==> config.mk <==
export PLATFORM = sky130hd
export DESIGN_NAME = scser_top
export DESIGN_NICKNAME = d
export VERILOG_FILES = /design/src/rtl/scser_pkg.sv /design/src/rtl/scser_evt_if.sv /design/src/rtl/scser_top.sv /design/src/rtl/scser_event.sv
export SDC_FILE = /design/constraint.sdc
export NUM_CORES = 1
export LEC_CHECK = 0
export BUFFER_PORTS_ARGS = -buffer_cell sky130_fd_sc_hd__buf_2
export CAP_MARGIN = 0
export CORE_MARGIN = 4
export CORE_UTILIZATION = 30
export CTS_BUF_LIST = sky130_fd_sc_hd__clkbuf_16
export DETAILED_ROUTE_END_ITERATION = 10
export SETUP_SLACK_MARGIN = 0.1
export SLEW_MARGIN = 40
export SYNTH_ARGS = -nofsm -noshare
export SYNTH_HDL_FRONTEND = slang
export SYNTH_HIERARCHICAL = 1
export SYNTH_SLANG_ARGS = --single-unit
==> constraint.sdc <==
create_clock -name clk -period 4 [get_ports clk]
set_input_delay 1.2 -clock clk [delete_from_list [all_inputs] [get_ports clk]]
set_output_delay 1.2 -clock clk [all_outputs]
set_load 0.1 [all_outputs]
==> src/rtl/scser_pkg.sv <==
/*
 Constants for the socket configuration and status event register block:
 configuration offsets, socket register offsets, field positions, write masks
 and reset values. Assumes one PCI clock and the synchronous PCI reset.
*/
package scser_pkg;
   localparam logic [7:0] CFG_SUBSYS = 8'h40;
   localparam logic [7:0] CFG_PM_CSR = 8'h84;
   localparam logic [7:0] CFG_DMA = 8'h90;
   localparam logic [7:0] CFG_SOCKNUM = 8'h94;
   localparam logic [7:0] CFG_MISC = 8'h98;
   localparam logic [11:0] OFF_EVENT = 12'h000;
   localparam logic [11:0] OFF_MASK = 12'h004;
   localparam logic [11:0] OFF_PRESENT = 12'h008;
   localparam logic [11:0] OFF_FORCE = 12'h00C;
   localparam logic [11:0] OFF_CONTROL = 12'h010;
   localparam int EV_CSC = 0;
   localparam int EV_CD1 = 1;
   localparam int EV_CD2 = 2;
   localparam int EV_PWR = 3;
   localparam int DMA_CHAN_EN = 0;
   localparam int DMA_EXT = 3;
   localparam int PM_WAKE_EVENT_ENABLE = 8;
   localparam int MISC_LOCK = 0;
   localparam int MISC_MGMT = 1;
   localparam int MISC_SERIAL = 2;
   localparam int MISC_PINLOCK = 8;
   localparam int MISC_NOPREF = 9;
   localparam int MISC_D3NORST = 10;
   localparam logic [10:0] MISC_WMASK_F0 = 11'h707;
   localparam logic [10:0] MISC_WMASK_FN = 11'h407;
   localparam logic [7:0] CTRL_WMASK = 8'hFF;
   localparam logic [1:0] PS_D0 = 2'h0;
   localparam logic [1:0] PS_D3 = 2'h3;
   localparam logic [15:0] LEGACY_IO_BASE = 16'h03E0;
   localparam logic [15:0] LEGACY_IO_ALT = 16'h03E2;
   localparam logic [1:0] CD_PREV_RST = 2'h3;
   localparam logic [3:0] SOCK_VOLTS_RST = 4'h3;
endpackage

==> src/rtl/scser_evt_if.sv <==
/*
 Carrier between the register block and its event latch: mask, force and
 clear strobes one way, latched events and the gated interrupt the other.
 Assumes both ends run on the same PCI clock.
*/
`timescale 1ns/1ps
interface scser_evt_if;
   logic [3:0] mask;
   logic force_stb;
   logic [3:0] force_bits;
   logic clr_stb;
   logic [3:0] clr_bits;
   logic ctx_clear;
   logic [3:0] events;
   logic event_int;
   modport regs (output mask, force_stb, force_bits, clr_stb, clr_bits, ctx_clear,
      input events, event_int);
   modport evt (input mask, force_stb, force_bits, clr_stb, clr_bits, ctx_clear,
      output events, event_int);
endinterface

==> src/rtl/scser_top.sv <==
/*
 Per-socket configuration extension registers and socket event registers:
 dma slave setup, legacy socket number and index/data pair, chip controls,
 power state, and the socket status registers in memory space.
 Assumes host strobes are one-cycle and synchronous to clk; read data
 appears one cycle after the read strobe.
*/
`timescale 1ns/1ps
module scser_top
   import scser_pkg::*;
#(
   parameter logic [3:0] SOCK_VOLTS = SOCK_VOLTS_RST // socket voltages available
) (
   input wire logic clk, // pci clock, 100 MHz
   input wire logic reset, // pci reset, active high
   input wire logic seg_reset, // software bus segment reset
   input wire logic is_function0, // this socket is function 0
   input wire logic cfg_wr, // config write strobe
   input wire logic cfg_rd, // config read strobe
   input wire logic [7:0] cfg_addr, // config byte offset
   input wire logic [31:0] cfg_wdata, // config write data
   output logic [31:0] cfg_rdata, // config read data
   input wire logic mem_wr, // memory write strobe
   input wire logic mem_rd, // memory read strobe
   input wire logic [11:0] mem_addr, // offset from memory base
   input wire logic [31:0] mem_wdata, // memory write data
   output logic [31:0] mem_rdata, // memory read data
   input wire logic io_wr, // legacy io write strobe
   input wire logic io_rd, // legacy io read strobe
   input wire logic [15:0] io_addr, // legacy io address
   input wire logic [7:0] io_wdata, // legacy io write data
   output logic [7:0] io_rdata, // legacy io read data
   output logic io_hit, // io access claimed by this socket pair
   output logic legacy_wr, // write pulse to indexed register
   output logic legacy_rd, // read pulse to indexed register
   output logic [5:0] legacy_index, // index within socket group
   output logic [7:0] legacy_wdata, // indexed write data
   input wire logic [7:0] legacy_rdata, // indexed register read data
   input wire logic card_status_change, // card status change or wake
   input wire logic card_detect_first, // first card detect
   input wire logic card_detect_second, // second card detect
   input wire logic powerup_start, // pulse, power-up sequence begins
   input wire logic power_cycle_done, // pulse, power sequence done
   input wire logic card_powered, // socket supply is on
   input wire logic cardbus_card, // inserted card is cardbus
   input wire logic vcc_req, // pulse, software supply request
   input wire logic [2:0] vcc_code, // 0 off, 1..4 voltage choice
   input wire logic [3:0] voltage_sense_and_detect_lines, // decoded supported voltages
   output logic [3:0] vcc_apply, // one-hot supply enables
   input wire logic [1:0] dma_request_enable, // request enables from ext control
   output logic dma_allowed, // dma channel may run
   output logic dma_16bit, // 16-bit transfers at the socket
   output logic dma_ext_addr, // extended addressing enabled
   output logic [27:0] dma_io_base, // dma register io base
   input wire logic pci_int_mode, // pci style interrupt signalling
   output logic mgmt_int_pci, // management interrupt on pci pin
   output logic mgmt_int_isa, // management interrupt on isa line
   output logic [31:0] subsys_id, // subsystem vendor and device id
   output logic serial_int_pins, // pci pins in serial stream
   output logic pin_map_write_lock, // pin mapping writes blocked
   output logic master_prefetch_disable, // master prefetch blocked
   output logic card_reset_req // drive card reset
);
   import scser_pkg::*;

   typedef struct packed {
      logic [31:0] subsys;
      logic [31:0] dma;
      logic [2:0] socknum;
      logic [10:0] misc;
      logic [1:0] pstate;
      logic wake_event_enable;
      logic [3:0] mask;
      logic [7:0] ctrl;
      logic [7:0] io_index;
      logic [3:0] vcc;
      logic bad_vcc;
      logic [31:0] cfg_rdata;
      logic [31:0] mem_rdata;
      logic [7:0] io_rdata;
   } scser_main_s;

   scser_main_s st_q, next_st;
   scser_evt_if evt_if ();
   logic retain;
   logic [10:0] misc_wm;
   logic [15:0] pair_base;
   logic index_ours;
   logic [31:0] present;
   logic [1:0] vsel;
   logic mgmt_int;

   scser_event u_event (
      .clk(clk),
      .reset(reset),
      .card_status_change(card_status_change),
      .card_detect_first(card_detect_first),
      .card_detect_second(card_detect_second),
      .powerup_start(powerup_start),
      .power_cycle_done(power_cycle_done),
      .e(evt_if)
   );

   // wake context survives only a segment reset leaving d3 with wake enabled
   assign retain = st_q.wake_event_enable && st_q.pstate == PS_D3;
   assign misc_wm = is_function0 ? MISC_WMASK_F0 : MISC_WMASK_FN;
   assign pair_base = st_q.socknum[2] ? LEGACY_IO_ALT : LEGACY_IO_BASE;
   assign io_hit = (io_wr || io_rd) && io_addr[15:1] == pair_base[15:1];
   assign index_ours = st_q.io_index[7:6] == st_q.socknum[1:0];
   assign vsel = 2'(vcc_code - 3'h1);
   assign present = {SOCK_VOLTS, 18'h0, st_q.bad_vcc, 3'h0, cardbus_card, 1'b0,
      card_powered, card_detect_second, card_detect_first, card_status_change};

   assign evt_if.mask = st_q.mask;
   assign evt_if.force_stb = mem_wr && mem_addr == OFF_FORCE;
   assign evt_if.force_bits = mem_wdata[3:0];
   assign evt_if.clr_stb = mem_wr && mem_addr == OFF_EVENT;
   assign evt_if.clr_bits = mem_wdata[3:0];
   assign evt_if.ctx_clear = seg_reset && !retain;

   always_comb begin
      next_st = st_q;
      if (cfg_wr) begin
         case (cfg_addr)
            CFG_SUBSYS: begin
               if (!st_q.misc[MISC_LOCK]) begin
                  next_st.subsys = cfg_wdata;
               end
            end
            CFG_PM_CSR: begin
               next_st.pstate = cfg_wdata[1:0];
               next_st.wake_event_enable = cfg_wdata[PM_WAKE_EVENT_ENABLE];
            end
            CFG_DMA: next_st.dma = cfg_wdata;
            CFG_SOCKNUM: next_st.socknum = cfg_wdata[2:0];
            CFG_MISC: begin
               next_st.misc = (st_q.misc & ~misc_wm) | (cfg_wdata[10:0] & misc_wm);
            end
            default: begin
            end
         endcase
      end
      if (cfg_rd) begin
         case (cfg_addr)
            CFG_SUBSYS: next_st.cfg_rdata = st_q.subsys;
            CFG_PM_CSR: next_st.cfg_rdata = {23'h0, st_q.wake_event_enable, 6'h0, st_q.pstate};
            CFG_DMA: next_st.cfg_rdata = st_q.dma;
            CFG_SOCKNUM: next_st.cfg_rdata = {29'h0, st_q.socknum};
            CFG_MISC: next_st.cfg_rdata = {21'h0, st_q.misc};
            default: next_st.cfg_rdata = '0;
         endcase
      end
      if (mem_wr) begin
         case (mem_addr)
            OFF_MASK: next_st.mask = mem_wdata[3:0];
            OFF_CONTROL: next_st.ctrl = mem_wdata[7:0] & CTRL_WMASK;
            default: begin
            end
         endcase
      end
      if (mem_rd) begin
         case (mem_addr)
            OFF_EVENT: next_st.mem_rdata = {28'h0, evt_if.events};
            OFF_MASK: next_st.mem_rdata = {28'h0, st_q.mask};
            OFF_PRESENT: next_st.mem_rdata = present;
            OFF_CONTROL: next_st.mem_rdata = {24'h0, st_q.ctrl};
            default: next_st.mem_rdata = '0; // force reads zero
         endcase
      end
      if (io_hit && io_wr && !io_addr[0]) begin
         next_st.io_index = io_wdata;
      end
      if (io_hit && io_rd) begin
         if (!io_addr[0]) begin
            next_st.io_rdata = st_q.io_index;
         end else begin
            next_st.io_rdata = index_ours ? legacy_rdata : 8'h00;
         end
      end
      if (vcc_req) begin
         if (vcc_code == 3'h0) begin
            next_st.vcc = '0;
         end else if (vcc_code > 3'h4
            || (cardbus_card && !voltage_sense_and_detect_lines[vsel])) begin
            next_st.bad_vcc = 1'b1;
         end else begin
            next_st.vcc = 4'h1 << vsel;
         end
      end
      if (seg_reset) begin
         next_st.pstate = PS_D0;
         next_st.subsys = '0;
         next_st.dma = '0;
         next_st.socknum = '0;
         next_st.misc[9:0] = '0;
         next_st.io_index = '0;
         next_st.vcc = '0;
         next_st.bad_vcc = 1'b0;
         if (!retain) begin
            next_st.mask = '0;
            next_st.ctrl = '0;
            next_st.misc[MISC_D3NORST] = 1'b0;
            next_st.wake_event_enable = 1'b0;
         end
      end
   end

   always_ff @(posedge clk) begin
      if (reset) begin
         st_q <= '0;
      end else begin
         st_q <= next_st;
      end
   end

   assign cfg_rdata = st_q.cfg_rdata;
   assign mem_rdata = st_q.mem_rdata;
   assign io_rdata = st_q.io_rdata;
   assign legacy_wr = io_hit && io_wr && io_addr[0] && index_ours;
   assign legacy_rd = io_hit && io_rd && io_addr[0] && index_ours;
   assign legacy_index = st_q.io_index[5:0];
   assign legacy_wdata = io_wdata;
   assign vcc_apply = st_q.vcc;
   assign dma_allowed = st_q.dma[DMA_CHAN_EN] && |dma_request_enable;
   assign dma_16bit = |st_q.dma[2:1];
   assign dma_ext_addr = st_q.dma[DMA_EXT];
   assign dma_io_base = st_q.dma[31:4];
   // interrupt comes from the latched events, never the live inputs
   assign mgmt_int = evt_if.event_int;
   assign mgmt_int_pci = mgmt_int && (pci_int_mode || !st_q.misc[MISC_MGMT]);
   assign mgmt_int_isa = mgmt_int && !pci_int_mode && st_q.misc[MISC_MGMT];
   assign subsys_id = st_q.subsys;
   assign serial_int_pins = st_q.misc[MISC_SERIAL];
   assign pin_map_write_lock = st_q.misc[MISC_PINLOCK];
   assign master_prefetch_disable = st_q.misc[MISC_NOPREF];
   assign card_reset_req = st_q.pstate == PS_D3 && card_powered
      && !st_q.misc[MISC_D3NORST];
endmodule

==> src/rtl/scser_event.sv <==
/*
 Socket status event latch: card status change, two card detect changes and
 power cycle completion, with write-one-to-clear, masked force and the masked
 interrupt. Assumes card inputs already synchronous to clk.
*/
`timescale 1ns/1ps
module scser_event
   import scser_pkg::*;
(
   input wire logic clk, // pci clock
   input wire logic reset, // pci reset, active high
   input wire logic card_status_change, // card status change or wake input
   input wire logic card_detect_first, // first card detect input
   input wire logic card_detect_second, // second card detect input
   input wire logic powerup_start, // pulse, socket power-up begins
   input wire logic power_cycle_done, // pulse, power-up or down complete
   scser_evt_if.evt e // link to the register block
);
   import scser_pkg::*;
   typedef enum logic {SCSER_LIVE, SCSER_BLANK} scser_phase_e;
   typedef struct packed {
      logic [3:0] ev;
      logic [1:0] cd_prev;
      logic csc_prev;
      scser_phase_e phase;
   } scser_evt_s;
   scser_evt_s st_q, next_st;
   logic [3:0] set_bits;
   logic [3:0] clr_bits;

   always_comb begin
      next_st = st_q;
      set_bits = '0;
      clr_bits = e.clr_stb ? e.clr_bits : 4'h0;
      // edge, not level: a card holding the line does not refill a cleared bit
      if (st_q.phase == SCSER_LIVE && !powerup_start) begin
         set_bits[EV_CSC] = card_status_change && !st_q.csc_prev;
      end
      set_bits[EV_CD1] = card_detect_first != st_q.cd_prev[0];
      set_bits[EV_CD2] = card_detect_second != st_q.cd_prev[1];
      set_bits[EV_PWR] = power_cycle_done;
      if (e.force_stb) begin
         set_bits = set_bits | (e.force_bits & e.mask);
      end
      next_st.ev = (st_q.ev & ~clr_bits) | set_bits; // set wins over clear
      if (e.ctx_clear) begin
         next_st.ev = '0;
      end
      next_st.cd_prev = {card_detect_second, card_detect_first};
      next_st.csc_prev = card_status_change;
      case (st_q.phase)
         SCSER_LIVE: begin
            if (powerup_start) begin
               next_st.phase = SCSER_BLANK;
            end
         end
         SCSER_BLANK: begin
            if (power_cycle_done) begin
               next_st.phase = SCSER_LIVE;
            end
         end
         default: next_st.phase = SCSER_LIVE;
      endcase
   end

   always_ff @(posedge clk) begin
      if (reset) begin
         st_q <= '{ev: 4'h0, cd_prev: CD_PREV_RST, csc_prev: 1'b0, phase: SCSER_LIVE};
      end else begin
         st_q <= next_st;
      end
   end

   assign e.events = st_q.ev;
   assign e.event_int = |(st_q.ev & e.mask);
endmodule

==> impl_summary.txt <==
----------------------------------------------------
[Status]
  Run status ... finished clean

[Routing]
  Total wirelength of the detailed-routed design ... 26.7 mm
  Wirelength per Cell ... 16.7 um
  First-pass detailed-route iteration total ... 5
  Routed vias/inst ... 4.70
  Number of remaining DRC errors ... 0
  Starting DRT DRC Count ... 556
  Vias ... 7,517
  Remaining antenna violation count ... 0

[Clocking]
  Clock sinks ... 159
  H-tree level count ... 4
  Buffer cell driving the clock tree root ... sky130_fd_sc_hd__clkbuf_16
  Clock slew seen by the registers of the worst setup and hold paths ... 0.08 ns
  Number of gates given a new drive strength after cts ... 0
  TritonCTS clock tree ... done
  TritonCTS buffer count ... 17
  Buffers inserted during post-CTS setup optimization ... 0
  Number of buffers on the longest clock path ... 2
  Worst-skew pair later-pin latency ... 0.43 ns
  Hold-fix buffer count after cts ... 0

[Yosys]
  Number of flops mapped to enable cells by yosys ... 0
  Synthesized-area fraction occupied by ao, oa, aoi and oai cells ... 16.1%
  Seq/Total Area, Yosys ... 37.3%
  Basic-gate share of the synthesized area counting and, or, nand and nor cells ... 22.8%
  Share of flip-flops with an asynchronous set or reset ... 0%
  Adder-Cell Fraction of Synth Area ... 0.586%
  Synth warn ... 6
  Instance count of the mapped netlist ... 1,106
  Synth cell types ... 60
  Ys flop type ... sky130_fd_sc_hd__dfxtp_1
  Post-synthesis register bit count ... 159
  Netlist area before placement ... 0.00854 mm^2
  Xor-xnor portion of the synthesized cell area ... 0.513%
  Per-instance average area after synthesis ... 7.72 um^2
  Top cell type by total area after synthesis ... sky130_fd_sc_hd__dfxtp_1
  Combinational family with the most area after synthesis ... simple AND/OR/NAND/NOR gates
  Fraction of synthesized cell area taken by the top area cell type ... 37.3%
  Mux share of post-synthesis cell area ... 2.29%
  Synth area leaders ... sky130_fd_sc_hd__dfxtp_1 37%, sky130_fd_sc_hd__buf_4 14%, sky130_fd_sc_hd__a21oi_1 7.7%

[Worst setup path]
  Data required, critical path ... 2.80 ns
  Critical setup path kind ... in2out
  Crit start category ... input port
  Flop-to-flop setup slack ... 2.28 ns
  Largest fanout on the critical path ... 3
  CP Data Arrival Time ... 2.63 ns
  Element type at the critical path end ... output port

[Global routing]
  Maximum number of pins on one net before global-route repair ... 81
  Antenna violations before repair ... 4
  Overall fraction of global-route tracks in use ... 16.4%
  Global-route wire length before repair ... 40.4 mm
  Number of global-route vias before repair ... 7,060
  Remaining Overflow, GRT ... 0

[Die]
  Count of standard-cell rows ... 61
  Number of I/O pins ... 306
  Die width ... 177 um
  Vertical extent of the die ... 177 um
  Starting Density ... 30.6%
  Floorplan Core Area ... 0.0279 mm^2
  Area enclosed by the die boundary ... 0.0312 mm^2

[Hold path]
  Worst hold-check path type ... reg2reg

[Final layout]
  Number of nets in the final layout ... 1,352
  Layout cell share with drive strength beyond 1 ... 27.9%
  Most frequent cells in the layout ... 257 x sky130_fd_sc_hd__buf_2, 159 x sky130_fd_sc_hd__dfxtp_1, 148 x sky130_fd_sc_hd__nand2_1
  Commonest non-fill, non-tap cell in the layout ... sky130_fd_sc_hd__buf_2
  Final standard cell utilization of the core ... 35.1%
  Area delta synth->final ... 14.7%

[Timing]
  Slew of the pin with the lowest slew margin ... 0.690 ns
  Setup repair after global routing missed its margin ... false
  Count of endpoints failing setup in the final report ... 0
  Worst clock skew on the final layout ... 0.0117 ns
  Fmax ... 261 MHz
  Number of hold violations in the final report ... 0
  Final clock period utilization by the worst path ... 95.7%
  Count of final max-slew check failures ... 0
  Sum Neg Setup Slack ... 0 ns
  Worst hold margin ... 0.458 ns
  Slew Limit Headroom ... 54.0%
  Minimum clock period after layout ... 3.83 ns

[Placement]
  Final HPWL from detailed placement ... 19.7 mm
  Weighted congestion reported at the end of routability-driven placement ... 0.862
  Count of input and output buffers ... 260

[Power]
  Power per Cell Area ... 366 mW/mm^2
  Worst supply voltage drop on vdd ... 0.000200 V
  Leak ... 0.00379 uW

[Run]
  Max_cap viols ... 0

----------------------------------------------------
[worst paths after layout]
path | to | depth (start not counted) | startpoint
worst max-delay path | legacy_wr | 6 | io_addr[3]
worst min-delay path | st_q[116] | 2 | st_q[116]
worst min register to register | st_q[116] | 2 | st_q[116]
worst max register to register | io_rdata[0] | 4 | st_q[113]
[power breakdown]
group	leakage (uW)	switching (uW)	internal (uW)	total [uW]
registers	0.00128	4.29	1590	1590
logic	0.00222	275	92.6	368
clock network	0.000283	783	840	1620
total	0.00379	1060	2520	3580
[registers in the layout (all words and copies together) (netlist names), named ones only]
name and flops:
io_rdata 8, u_event/st_q 4, evt_if.mask 4, mem_rdata 10, dma_io_base 28, subsys_id 32
vcc_apply 4, legacy_index 6, u_event/e.events 4, serial_int_pins 1, cfg_rdata 32, dma_ext_addr 1
st_q 22, present 1
[synthesized netlist by cell type (6+ instances only)]
master / instances
sky130_fd_sc_hd__nor2_1: 27
sky130_fd_sc_hd__a22oi_1: 6
sky130_fd_sc_hd__buf_2: 12
sky130_fd_sc_hd__mux2i_1: 15
sky130_fd_sc_hd__a31oi_1: 15
sky130_fd_sc_hd__nand2_1: 148
sky130_fd_sc_hd__buf_1: 14
sky130_fd_sc_hd__nor2b_1: 13
sky130_fd_sc_hd__buf_4: 155
sky130_fd_sc_hd__o21ai_1: 17
sky130_fd_sc_hd__o21ai_0: 30
sky130_fd_sc_hd__o31ai_1: 8
sky130_fd_sc_hd__a211oi_1: 14
sky130_fd_sc_hd__or2_2: 6
sky130_fd_sc_hd__nand2b_1: 34
sky130_fd_sc_hd__a21oi_1: 132
sky130_fd_sc_hd__nor3_1: 68
sky130_fd_sc_hd__dfxtp_1: 159
sky130_fd_sc_hd__clkbuf_1: 39
sky130_fd_sc_hd__nand4_1: 16
sky130_fd_sc_hd__inv_1: 73
sky130_fd_sc_hd__nand3_1: 22
[stage by stage]
step	setup WS, ns	power (uW)	instance area [um^2]	std cells
detailed placement	0.158	1990	9190	1562
finish	0.172	3580	9800	1598
floorplan	-0.547	1900	8640	1126
CTS	0.158	3620	9770	1594
global route	0.107	3710	9800	1598
global placement	0.186	1990	9180	1562
[layout make-up]
cell class | count | area [um^2]
fillers | 2998 | 18100
repair buffers | 283 | 1530
inverters | 73 | 274
flip-flops and latches | 159 | 3180
clock inverters | 15 | 164
multi-input cells | 670 | 3740
clock buffers | 17 | 425
diodes | 3 | 7.51
well taps | 378 | 473
[logic make-up (layout without fill, tap and decap cells)]
group / Yosys count / in the layout
other cells: 1 / 24
compound gates: 242 / 242
mux: 18 / 18
fa+ha+maj: 4 / 4
buf+inv: 297 / 388
simple gates: 380 / 380
xor+xnor: 5 / 5
flops: 159 / 159
[critical path, cell delays in order]
cell	delay [ns]
sky130_fd_sc_hd__buf_2	0.09
sky130_fd_sc_hd__nand4b_1	0.21
sky130_fd_sc_hd__or4_4	0.49
sky130_fd_sc_hd__nor3_4	0.23
sky130_fd_sc_hd__and3_2	0.24
sky130_fd_sc_hd__buf_12	0.17
[layer usage]
| layer | wire length (um) | share of wire (%) | global-route usage, % | vias to the layer above |
|---|---|---|---|---|
| met1 | 12300 | 46 | 22.5 | 3485 |
| met5 | 7 | 0.026 | 0 | - |
| met3 | 1400 | 5.2 | 3.38 | 30 |
| met2 | 12400 | 46 | 25.8 | 233 |
| li1 | - | - | - | 3767 |
| met4 | 613 | 2.3 | 5.61 | 2 |
Power figures use the tool's default switching activity.
